[config.mk]
export PLATFORM = sky130hd
export DESIGN_NAME = timer_waveform_modes_8bit
export DESIGN_NICKNAME = d
export VERILOG_FILES = /design/src/timer_waveform_pkg.sv /design/src/sticky_flag.sv /design/src/timer_waveform_modes_8bit.sv
export SDC_FILE = /design/constraint.sdc
export NUM_CORES = 1
export LEC_CHECK = 0
export BUFFER_PORTS_ARGS = -buffer_cell sky130_fd_sc_hd__clkbuf_2
export CAP_MARGIN = 30
export CORE_AREA = 2 2 97 71
export CTS_CLUSTER_DIAMETER = 40
export DETAILED_ROUTE_END_ITERATION = 10
export DIE_AREA = 0 0 99 73
export GPL_ROUTABILITY_DRIVEN = 1
export PLACE_DENSITY = 0.72
export SETUP_SLACK_MARGIN = 0.3
export SYNTH_ARGS = -nofsm -noshare
export SYNTH_HDL_FRONTEND = slang
export SYNTH_SLANG_ARGS = --single-unit
[constraint.sdc]
create_clock -name clk -period 2.07 [get_ports clk]
set_input_delay 0.207 -clock clk [delete_from_list [all_inputs] [get_ports clk]]
set_output_delay 0.207 -clock clk [all_outputs]
set_load 0.05 [all_outputs]
[src/timer_waveform_pkg.sv]
// Constants, register map and state types of the 8-bit timer waveform block.
//==========================================================================
// What this block does
// [RQ1] Reset clears the internal compare output state.
// [RQ2] Nonzero output mode puts state on pin.
// [RQ3] Pin shows state only when direction selects output.
// [RQ4] Pin override ignores the waveform mode.
// [RQ5] Output mode zero leaves state untouched.
// [RQ6] New output mode acts at next match; force acts now in non-PWM modes.
// [RQ7] Only waveform mode bits choose counting.
// [RQ8] Normal mode increments, never clears, wraps.
// [RQ9] Normal mode sets overflow as count becomes zero.
// [RQ10] Normal mode accepts count writes anytime.
// [RQ11] Clear-on-match mode clears count at compare value.
// [RQ12] Compare written directly; low value waits for wrap.
// [RQ13] Clear-on-match with mode one toggles state.
// [RQ14] Clear-on-match sets match flag and overflow.
// [RQ15] Fast PWM counts zero to maximum, then clears.
// [RQ16] Fast PWM: mode two clear/set, three set/clear.
// [RQ17] Fast PWM sets overflow at maximum.
// [RQ18] Fast PWM extremes give spike or constant level.
// [RQ19] Software can preset state before enabling output.
// [RQ20] Maximum is all ones, bottom is zero.
// [RQ21] Compare buffered in PWM, direct otherwise.
// [RQ22] Match sets flag on next timer tick.
// [RQ23] Count write blocks matches for one tick.
// [RQ24] Counting and match events on clock, qualified by tick.
package timer_waveform_pkg;

    //======================================================================
    // Register offsets, byte addresses on the APB.
    localparam logic [11:0] OFS_CTRL = 12'h000;
    localparam logic [11:0] OFS_COUNT = 12'h004;
    localparam logic [11:0] OFS_COMPARE = 12'h008;
    localparam logic [11:0] OFS_FLAGS = 12'h00C;
    localparam logic [11:0] OFS_OUTSTATE = 12'h010;

    //======================================================================
    // Control register field positions.
    localparam int POS_FORCE = 7;
    localparam int POS_COM_LO = 4;
    localparam int POS_WGM_LO = 0;
    // Flag register field positions.
    localparam int POS_OVF = 0;
    localparam int POS_CMF = 1;

    //======================================================================
    // Waveform modes, output modes and count extremes.
    localparam logic [1:0] WGM_NORMAL = 2'h0;
    localparam logic [1:0] WGM_PHASE = 2'h1;
    localparam logic [1:0] WGM_CLEAR = 2'h2;
    localparam logic [1:0] WGM_FAST = 2'h3;
    localparam logic [1:0] COM_OFF = 2'h0;
    localparam logic [1:0] COM_TOGGLE = 2'h1;
    localparam logic [1:0] COM_CLEAR = 2'h2;
    localparam logic [1:0] COM_SET = 2'h3;
    localparam logic [7:0] COUNT_MAX = 8'hFF;
    localparam logic [7:0] COUNT_BOTTOM = 8'h00;

    //======================================================================
    // Values after reset.
    localparam logic [7:0] RST_BYTE = 8'h00;
    localparam logic [31:0] RST_WORD = 32'h0000_0000;

    //======================================================================
    // State carriers.
    typedef struct packed {
        logic [7:0] count;
        logic [7:0] cmp_buf;
        logic [7:0] cmp_act;
        logic [1:0] wgm;
        logic [1:0] com;
        logic oc;
        logic block;
        logic pready;
        logic pslverr;
        logic [31:0] prdata;
        logic pin_o;
        logic pin_oe;
    } timer_state_t;

    typedef struct packed {
        logic flag;
    } flag_state_t;

endpackage : timer_waveform_pkg

[src/sticky_flag.sv]
// Sticky event flag, set by hardware and cleared by software.
`timescale 1ns/10ps

module sticky_flag (
    input wire logic clk,
    input wire logic rstn,
    input wire logic ce,
    input wire logic set,
    input wire logic clr,
    output logic flag
);

    timer_waveform_pkg::flag_state_t s_r;
    timer_waveform_pkg::flag_state_t s_nxt;

    //======================================================================
    // Next state: a set in the same cycle as a clear wins, so no event is lost.
    always_comb begin
        s_nxt = s_r;
        if (clr) begin
            s_nxt.flag = 1'b0;
        end
        if (set) begin
            s_nxt.flag = 1'b1;
        end
    end

    // Register; the clock enable freezes the flag.
    always_ff @(posedge clk or negedge rstn) begin
        if (!rstn) begin
            s_r <= '0;
        end else if (ce) begin
            s_r <= s_nxt;
        end
    end

    assign flag = s_r.flag;

endmodule : sticky_flag

[src/timer_waveform_modes_8bit.sv]
// Counter, compare, waveform output and APB registers of the 8-bit timer.
`timescale 1ns/10ps

module timer_waveform_modes_8bit (
    input wire logic clk,
    input wire logic rstn,
    input wire logic ce,
    input wire logic timer_tick,
    input wire logic psel,
    input wire logic penable,
    input wire logic pwrite,
    input wire logic [11:0] paddr,
    input wire logic [31:0] pwdata,
    output logic [31:0] prdata,
    output logic pready,
    output logic pslverr,
    input wire logic port_data_bit,
    input wire logic pin_direction_bit,
    output logic pin_o,
    output logic pin_oe,
    output logic overflow_flag,
    output logic compare_match_flag
);

    timer_waveform_pkg::timer_state_t s_r;
    timer_waveform_pkg::timer_state_t s_nxt;

    //======================================================================
    // Decode and event signals shared by the next-state logic.
    logic access;
    logic wr;
    logic wr_ctrl;
    logic wr_count;
    logic wr_compare;
    logic wr_flags;
    logic tick;
    logic pwm;
    logic match;
    logic at_max;
    logic ovf_set;
    logic ovf_clr;
    logic cmf_clr;
    logic ovf_q;
    logic cmf_q;
    logic [1:0] wr_com;
    logic [1:0] wr_wgm;
    logic wr_force;

    //======================================================================
    // Action of a non-PWM compare match (or a forced one) on the output state.
    function automatic logic match_action(input logic [1:0] com, input logic oc);
        logic r;
        r = oc;
        case (com)
            timer_waveform_pkg::COM_TOGGLE: begin
                r = ~oc;
            end
            timer_waveform_pkg::COM_CLEAR: begin
                r = 1'b0;
            end
            timer_waveform_pkg::COM_SET: begin
                r = 1'b1;
            end
            default: begin
                r = oc; // Output mode zero performs no action.
            end
        endcase
        return r;
    endfunction : match_action

    //======================================================================
    // APB access phase: one wait state, so the write takes effect and the
    // read data is taken at the edge where pready is already high.
    assign access = psel && penable && s_r.pready;
    assign wr = access && pwrite;
    assign wr_ctrl = wr && (paddr == timer_waveform_pkg::OFS_CTRL);
    assign wr_count = wr && (paddr == timer_waveform_pkg::OFS_COUNT);
    assign wr_compare = wr && (paddr == timer_waveform_pkg::OFS_COMPARE);
    assign wr_flags = wr && (paddr == timer_waveform_pkg::OFS_FLAGS);

    // Fields of a control write.
    assign wr_com = pwdata[timer_waveform_pkg::POS_COM_LO +: 2];
    assign wr_wgm = pwdata[timer_waveform_pkg::POS_WGM_LO +: 2];
    assign wr_force = pwdata[timer_waveform_pkg::POS_FORCE];

    //======================================================================
    // Timer events. The tick comes from a prescaler on this same clock.
    assign tick = timer_tick; // RQ24
    assign pwm = s_r.wgm[0];
    assign at_max = tick && (s_r.count == timer_waveform_pkg::COUNT_MAX); // RQ20
    // A match is suppressed during the tick that follows a count write.
    assign match = tick && (s_r.count == s_r.cmp_act) && !s_r.block; // RQ23

    // Overflow is set in the tick that leaves maximum for zero. The dual
    // slope mode is not built here and sets no overflow.
    assign ovf_set = at_max && (s_r.wgm != timer_waveform_pkg::WGM_PHASE); // RQ9 RQ14 RQ17

    // Software clears a flag by writing a one to it.
    assign ovf_clr = wr_flags && pwdata[timer_waveform_pkg::POS_OVF];
    assign cmf_clr = wr_flags && pwdata[timer_waveform_pkg::POS_CMF];

    //======================================================================
    // Sticky status flags.
    sticky_flag u_ovf (
        .clk(clk),
        .rstn(rstn),
        .ce(ce),
        .set(ovf_set),
        .clr(ovf_clr),
        .flag(ovf_q)
    );

    // The match flag is set by the tick that sees equality.
    sticky_flag u_cmf (
        .clk(clk),
        .rstn(rstn),
        .ce(ce),
        .set(match), // RQ22 RQ14
        .clr(cmf_clr),
        .flag(cmf_q)
    );

    //======================================================================
    // Next state of counter, compare, output state and bus answer.
    always_comb begin
        s_nxt = s_r;

        // Counting depends on the waveform mode bits alone.
        if (tick) begin
            s_nxt.block = 1'b0;
            if ((s_r.wgm == timer_waveform_pkg::WGM_CLEAR) && match) begin
                s_nxt.count = timer_waveform_pkg::COUNT_BOTTOM; // RQ11 RQ7
            end else begin
                // Normal and fast PWM run up and wrap from maximum to zero.
                s_nxt.count = s_r.count + 8'h01; // RQ8 RQ15 RQ12
            end
        end

        // A count write overrides counting at any time and blocks a match.
        if (wr_count) begin
            s_nxt.count = pwdata[7:0]; // RQ10
            s_nxt.block = 1'b1; // RQ23
        end

        // In PWM modes the buffered compare value loads at the wrap.
        if (pwm && at_max) begin
            s_nxt.cmp_act = s_r.cmp_buf; // RQ21
        end
        if (wr_compare) begin
            s_nxt.cmp_buf = pwdata[7:0];
            if (!pwm) begin
                s_nxt.cmp_act = pwdata[7:0]; // RQ21 RQ12
            end
        end

        // Non-PWM modes set, clear or toggle at a match.
        if (!pwm && match) begin
            s_nxt.oc = match_action(s_r.com, s_r.oc); // RQ5 RQ13 RQ6
        end

        // Fast PWM: the wrap action comes last, so a compare value at
        // maximum gives a constant level and zero gives a one-tick spike.
        if (s_r.wgm == timer_waveform_pkg::WGM_FAST) begin
            if (match) begin
                if (s_r.com == timer_waveform_pkg::COM_CLEAR) begin
                    s_nxt.oc = 1'b0; // RQ16
                end else if (s_r.com == timer_waveform_pkg::COM_SET) begin
                    s_nxt.oc = 1'b1; // RQ16
                end
            end
            if (at_max) begin
                if (s_r.com == timer_waveform_pkg::COM_CLEAR) begin
                    s_nxt.oc = 1'b1; // RQ16 RQ18
                end else if (s_r.com == timer_waveform_pkg::COM_SET) begin
                    s_nxt.oc = 1'b0; // RQ16 RQ18
                end
            end
        end

        // Control write. The strobe acts at once in non-PWM modes, using the
        // output mode being written, and touches neither flag nor counter.
        if (wr_ctrl) begin
            s_nxt.com = wr_com; // RQ6
            s_nxt.wgm = wr_wgm;
            if (wr_force && !wr_wgm[0]) begin
                s_nxt.oc = match_action(wr_com, s_nxt.oc); // RQ6 RQ19
            end
        end

        // Pin mux: the override follows the output mode only, never the
        // waveform mode; the driver follows the direction bit.
        if (s_nxt.com != timer_waveform_pkg::COM_OFF) begin
            s_nxt.pin_o = s_nxt.oc; // RQ2 RQ4
        end else begin
            s_nxt.pin_o = port_data_bit;
        end
        s_nxt.pin_oe = pin_direction_bit; // RQ3

        // Bus answer, raised one cycle into the access phase.
        s_nxt.pready = psel && penable && !s_r.pready;
        s_nxt.pslverr = 1'b0;
        s_nxt.prdata = timer_waveform_pkg::RST_WORD;
        if (s_nxt.pready) begin
            if (paddr == timer_waveform_pkg::OFS_CTRL) begin
                // The force strobe always reads as zero.
                s_nxt.prdata[timer_waveform_pkg::POS_COM_LO +: 2] = s_r.com;
                s_nxt.prdata[timer_waveform_pkg::POS_WGM_LO +: 2] = s_r.wgm;
            end else if (paddr == timer_waveform_pkg::OFS_COUNT) begin
                s_nxt.prdata[7:0] = s_r.count;
            end else if (paddr == timer_waveform_pkg::OFS_COMPARE) begin
                s_nxt.prdata[7:0] = s_r.cmp_buf;
            end else if (paddr == timer_waveform_pkg::OFS_FLAGS) begin
                s_nxt.prdata[timer_waveform_pkg::POS_OVF] = ovf_q;
                s_nxt.prdata[timer_waveform_pkg::POS_CMF] = cmf_q;
            end else if (paddr == timer_waveform_pkg::OFS_OUTSTATE) begin
                s_nxt.prdata[0] = s_r.oc;
            end else begin
                // Unmapped offsets answer with an error and zero data.
                s_nxt.pslverr = 1'b1;
            end
        end
    end

    //======================================================================
    // State register. Reset zeroes the output state like everything else;
    // the clock enable freezes all of it, bus answer included.
    always_ff @(posedge clk or negedge rstn) begin
        if (!rstn) begin
            s_r <= '0; // RQ1
        end else if (ce) begin
            s_r <= s_nxt;
        end
    end

    //======================================================================
    // Outputs, each straight from a flip-flop.
    assign prdata = s_r.prdata;
    assign pready = s_r.pready;
    assign pslverr = s_r.pslverr;
    assign pin_o = s_r.pin_o;
    assign pin_oe = s_r.pin_oe;
    assign overflow_flag = ovf_q;
    assign compare_match_flag = cmf_q;

endmodule : timer_waveform_modes_8bit

Word-level counts from Yosys, hierarchy flattened
Index checks and enable logic that the tools add are counted.
{"block": "classes", "bitwise": 2, "reduce_logical": 32, "muxes": 42, "addsub": 1, "n_eq_ne": 15}
{"op": "two-way mux 8 bit", "n": 8}
{"op": "two-way mux 1 bit", "n": 25}
{"op": "equality test 12 x 4 -> 1 bit, second input constant", "n": 2}
{"op": "logical AND 1 bit", "n": 18}
{"op": "equality test 12 x 3 -> 1 bit, second input constant", "n": 1}
{"op": "equality test 12 x 5 -> 1 bit, second input constant", "n": 1}
{"op": "equality test 2 bit, second input constant", "n": 6}
{"op": "logical NOT 12 bit", "n": 1}
{"op": "two-way mux 2 bit", "n": 5}
{"op": "AND reduction 2 bit", "n": 5}
{"op": "adder 8 x 1 -> 8 bit, second input constant", "n": 1}
{"op": "equality test 8 bit", "n": 1}
{"op": "equality test 8 bit, second input constant", "n": 1}
{"op": "nonzero test 2 bit", "n": 4}
{"op": "two-way mux 6 bit", "n": 1}
{"op": "case mux 1 bit (3 select lines)", "n": 2}
{"op": "equality test 2 x 1 -> 1 bit, second input constant", "n": 2}
{"op": "logical NOT 1 bit", "n": 4}
{"op": "two-way mux 3 bit", "n": 1}
{"op": "!= test 2 x 1 -> 1 bit, second input constant", "n": 1}
{"op": "NOT 1 bit", "n": 2}
{"block": "word_totals", "output_inout_bits": 38, "regBits": 44, "word_cells": 106, "input_bits": 53}

Depth between registers and ports, before layout
{"block": "depth", "depth_word": 18, "depth_mapped": 7}

Modules after synthesis
Synthesis repeated with hierarchy kept, for this count alone.
{"block": "unflattened", "hier_cells": 301, "area_unflattened_um2": 2702.6}
{"mod": "timer_waveform_modes_8bit", "n_inst": 1, "seq_area_each_um2": 1051.0, "cells_each": 295, "area_each_um2": 2627.5}
{"mod": "sticky_flag", "n_inst": 2, "seq_area_each_um2": 25.0, "cells_each": 3, "area_each_um2": 37.5}

Worst setup path before layout
Ideal clock, no wire load.
{"block": "synth_timing", "kind": "register to register", "startpoint": "register s_r, in the netlist pready", "endpoint": "register s_r, in the netlist pin_o", "required_time_ps": 1999, "slack_ps": -107, "setup_ps": 71, "stages_incl_launch_ff": 6, "period_less_slack_ps": 2177, "arrival_ps": 2106, "cell_sequence": "dfrtp_1 nand4_1 or4_4 mux2_4 or4_1 nand4_1"}
{"block": "synth_via", "elab_chain_cells": 6}
{"item": "from (decl)", "line": "timer_waveform_modes_8bit.sv:25", "source": "timer_waveform_pkg::timer_state_t s_r;"}
{"item": "from (signal assigned)", "line": "timer_waveform_modes_8bit.sv:231", "source": "s_r <= s_nxt;"}
{"item": "logical AND 1 bit *", "line": "timer_waveform_modes_8bit.sv:74", "source": "assign access = psel && penable && s_r.pready;"}
{"item": "logical AND 1 bit *", "line": "timer_waveform_modes_8bit.sv:75", "source": "assign wr = access && pwrite;"}
{"item": "logical AND 1 bit *", "line": "timer_waveform_modes_8bit.sv:76", "source": "assign wr_ctrl = wr && (paddr == timer_waveform_pkg::OFS_CTRL);"}
{"item": "two-way mux 3 bit *", "line": "timer_waveform_modes_8bit.sv:182", "source": "if (wr_ctrl) begin"}
{"item": "nonzero test 2 bit", "line": "timer_waveform_modes_8bit.sv:192", "source": "if (s_nxt.com != timer_waveform_pkg::COM_OFF) begin"}
{"item": "two-way mux 1 bit *", "line": "timer_waveform_modes_8bit.sv:192"}
Every way passes the cells marked *; elsewhere a longest branch is shown, timed or not.
A chain may end at the register's enable or synchronous reset.

Final worst setup path
{"block": "layout_timing", "startpoint": "register s_r[59] (netlist name)", "endpoint": "register s_r, in the netlist pin_o"}
{"block": "layout_via", "elab_chain_cells": 17, "word_cells_on_any_way": 19, "classes_between": "eq/ne (2); mux (12); bitwise (1); reduce/logical (4)"}
{"item": "equality test 8 bit", "line": "timer_waveform_modes_8bit.sv:92", "source": "assign match = tick && (s_r.count == s_r.cmp_act) && !s_r.block;"}
{"item": "logical AND 1 bit (2 in a row)", "line": "timer_waveform_modes_8bit.sv:92"}
{"item": "logical AND 1 bit", "line": "timer_waveform_modes_8bit.sv:157", "source": "if (!pwm && match) begin"}
{"item": "two-way mux 1 bit", "line": "timer_waveform_modes_8bit.sv:157"}
{"item": "two-way mux 1 bit", "line": "timer_waveform_modes_8bit.sv:167", "source": "end else if (s_r.com == timer_waveform_pkg::COM_SET) begin"}
{"item": "two-way mux 1 bit", "line": "timer_waveform_modes_8bit.sv:165", "source": "if (s_r.com == timer_waveform_pkg::COM_CLEAR) begin"}
{"item": "two-way mux 1 bit", "line": "timer_waveform_modes_8bit.sv:164", "source": "if (match) begin"}
{"item": "two-way mux 1 bit", "line": "timer_waveform_modes_8bit.sv:174", "source": "end else if (s_r.com == timer_waveform_pkg::COM_SET) begin"}
{"item": "two-way mux 1 bit", "line": "timer_waveform_modes_8bit.sv:172", "source": "if (s_r.com == timer_waveform_pkg::COM_CLEAR) begin"}
{"item": "two-way mux 1 bit", "line": "timer_waveform_modes_8bit.sv:171", "source": "if (at_max) begin"}
{"item": "two-way mux 1 bit *", "line": "timer_waveform_modes_8bit.sv:163", "source": "if (s_r.wgm == timer_waveform_pkg::WGM_FAST) begin"}
{"item": "NOT 1 bit", "line": "timer_waveform_modes_8bit.sv:56", "source": "r = ~oc;"}
{"item": "case mux 1 bit (3 select lines)", "line": "timer_waveform_modes_8bit.sv:54", "source": "case (com)"}
{"item": "two-way mux 1 bit", "line": "timer_waveform_modes_8bit.sv:185", "source": "if (wr_force && !wr_wgm[0]) begin"}
{"item": "two-way mux 3 bit *", "line": "timer_waveform_modes_8bit.sv:182"}
{"item": "two-way mux 1 bit *", "line": "timer_waveform_modes_8bit.sv:192"}
Marks and branches as above.

==> results by group <==
Timing
  • RSZ-0062 raised after global routing: true
  • Skew final: 2.749 ps
  • Fmax: between 0.5 and 0.6 GHz
  • Fin crit share: 96.62%
  • Final min period: 2000 ps
  • Final setup vio count: 0
  • Max_slew headroom: 59.31%
  • Worst slew pin tran: around 610 ps
  • Final hold viol count: 0
  • Final Max Tran Viols: 0

Global route
  • Gr usage total: 21.05%
  • Initial antenna violation count: 0
  • Vias in the first global route: 2,273
  • Congestion Overflow GR: 0
  • Largest net degree at the start of global routing: 25
  • Global-route wire length before repair: approximately 12,000 um

Synthesis
  • Ys async rst share: 100.0%
  • Syn avg cell area: 9.238 sq um
  • Most frequent cell after synthesis: dfrtp_1
  • Synth Register Bits: 44
  • Cells after Synth: 287
  • Register area share after synthesis: 41.53%
  • Post-synth top area cell: dfrtp_1
  • Top cells by area, synth: dfrtp_1 (42%), buf_4 (9.1%), nor2_1 (4.2%)
  • Count of flip-flops with a built-in enable after synthesis: 0
  • Yosys top cell area share: 41.53%
  • Yosys warnings: 0
  • Prevailing post-synth register cell: dfrtp_1
  • Post-Syn Area: 2651 sq um
  • Synth top cells by count: dfrtp_1 (44), buf_4 (32), nor2_1 (30)
  • Post-synthesis cell type count: 52

Place
  • RePlAce Congestion: a little over 0.9
  • Placed Area: 3077 sq um
  • Dpl hpwl: roughly 5500 um
  • IO Port Bufs: 42

Floorplan
  • DIE AREA: 7227 sq um
  • Ports: between 90 and 100
  • Die width: 99 um
  • Die H: 73 um
  • Rows: 25
  • Core ar.: 6412 sq um
  • Initial Util: 41.35%

Detailed routing
  • Initial drt markers: around 180
  • Drt wl/cell: approximately 17 um
  • Final WL: 7470 um
  • DR DRC count: 0
  • Via count: 2,444
  • DRT Pass-1 Iters: 5
  • DR vias/cell: 5.505
  • Post-DRT Antenna Nets: 0

Clock tree
  • CTS root buf: clkbuf_8
  • CTS Sinks: 44
  • Clock buffer count from CTS: 5
  • CTS tree: done
  • Clk Latency, worst-skew pair: 310 ps
  • # H-tree levels: 2
  • Clk slew on worst S/H paths: 90 ps
  • Max Root-Sink Buffers: 2

Critical path
  • CP endpoint kind: flop
  • Startpoint Class: flop
  • CP Max Fanout: 4
  • Worst Path Required: 2320 ps
  • CP Class: reg2reg
  • Crit path DAT: roughly 2300 ps
  • Crit. Startpoint: s_r[59]$_DFFE_PN0P_
  • R2r startpoint: s_r[59]$_DFFE_PN0P_

Power and ir drop
  • Peak VDD IR: 0.4119 mV
  • Pwr Density: ~700 nW/um^2
  • Lkg Pwr: 1.633 nW

Layout
  • Layout overhead on the synthesized area: 28.32%
  • Final core utilization: 53.05%
  • Layout cells sized above 1: between 30% and 40%
  • Final instance area: about 3400 sq um
  • Nets: 416
  • # diodes: 0

Status
  • Status: complete, no violations

Worst hold path
  • Worst Hold Class: in2reg
  • Worst hold start: pin_direction_bit

Run
  • Maxcap violations: 0
[what timing repair did]
action	CTS	global route
gates cloned	0	0
gates resized for setup	10	24
pin swaps	12	6
hold endpoints to repair	20	0
setup endpoints to repair	18	18
hold buffers	1	0
buffers inserted	3	5
[cell families (layout without fill, tap and decap cells)]
logic type / after synthesis / after routing / synth area share (%)
other cells: 1 / 24 / 0.1414
compound gates: 75 / 75 / 18.69
simple gates: 91 / 91 / 17.70
xor+xnor: 10 / 10 / 3.303
buf+inv: 51 / 104 / 11.80
flops: 44 / 44 / 41.53
fa+ha+maj: 1 / 1 / 0.4718
mux: 14 / 14 / 6.371
[worst max-delay path, stage by stage (launching register included)]
cell and delay (ps):
dfrtp_2 430, ha_4 160, nand4_1 170, o32a_1 340, or2_4 230, o221a_4 110, or4_1 400, nand4_1 100
[sequential cells by signal, summed over array words and instances (netlist names)]
| name | flops |
|---|---|
| pready | 1 |
| pin_oe | 1 |
| u_ovf.flag | 1 |
| prdata | 8 |
| pin_o | 1 |
| s_r | 29 |
| pslverr | 1 |
| pwm | 1 |
| u_cmf.flag | 1 |
[per-stage QoR]
step | setup WS, ps | hold slack, ps | std cells | setup TNS [ps] | total power [W]
3_5_place_dp | -126.3 | 249.9 | 427 | -141.0 | 0.001652
4_1_cts | 30.66 | 128.1 | 439 | 0 | 0.002290
2_1_floorplan | 62.10 | -88.59 | 310 | 0 | 0.001434
3_3_place_gp | -97.99 | 239.6 | 427 | -98.40 | 0.001640
5_1_grt | -12.33 | 126.8 | 444 | -12.33 | 0.002494
6_report | 70.05 | 131.1 | 444 | 0 | 0.002376
[placed cells by master, fill, tap and decap left out, types with 8 or more instances in the layout]
cell type and n:
clkbuf_2 42, dfrtp_1 40, buf_4 39, nor2_1 30, conb_1 24, a21oi_1 16
nand2_1 15, o21ai_0 14, nand3_1 13, inv_1 10, mux2_2 9, o22ai_1 8
[area by class of cell]
cell class,instances,area [sq um]
fillers,554,3010
flip-flops and latches,44,1106
clock inverters,1,7.507
inverters,10,37.54
multi-input cells,215,1496
repair buffers,86,566.8
well taps,81,101.3
clock buffers,7,86.33
[power breakdown]
part           total, W  switching (W)  leakage [nW]  internal, W
Combinational  0.000752       0.000432          1.00     0.000320
Clock          0.000586       0.000315        0.0445     0.000272
Sequential      0.00104       0.000105         0.585     0.000932
[metal layers]
metal,track usage [%],part of all wire [%],vias up
met5,0,0,-
met4,5.936,1.4,0
met3,5.556,7.2,12
met2,31.76,45,105
met1,30.04,46,1189
li1,-,-,1138
[final timing paths]
path	slack, ps	endpoint	depth (start not counted)
worst max-delay path	70	pin_o$_DFFE_PN0P_	7
worst min-delay path	130	pin_oe$_DFFE_PN0P_	2
worst max register to register	70	pin_o$_DFFE_PN0P_	7
worst min register to register	480	s_r[36]$_DFFE_PN0P_	1
max in group asynchronous	1090	s_r[49]$_DFFE_PN0P_	3
min in group asynchronous	430	prdata[1]$_DFFE_PN0P_	2
Note: power is estimated with default switching activity, not from simulation.
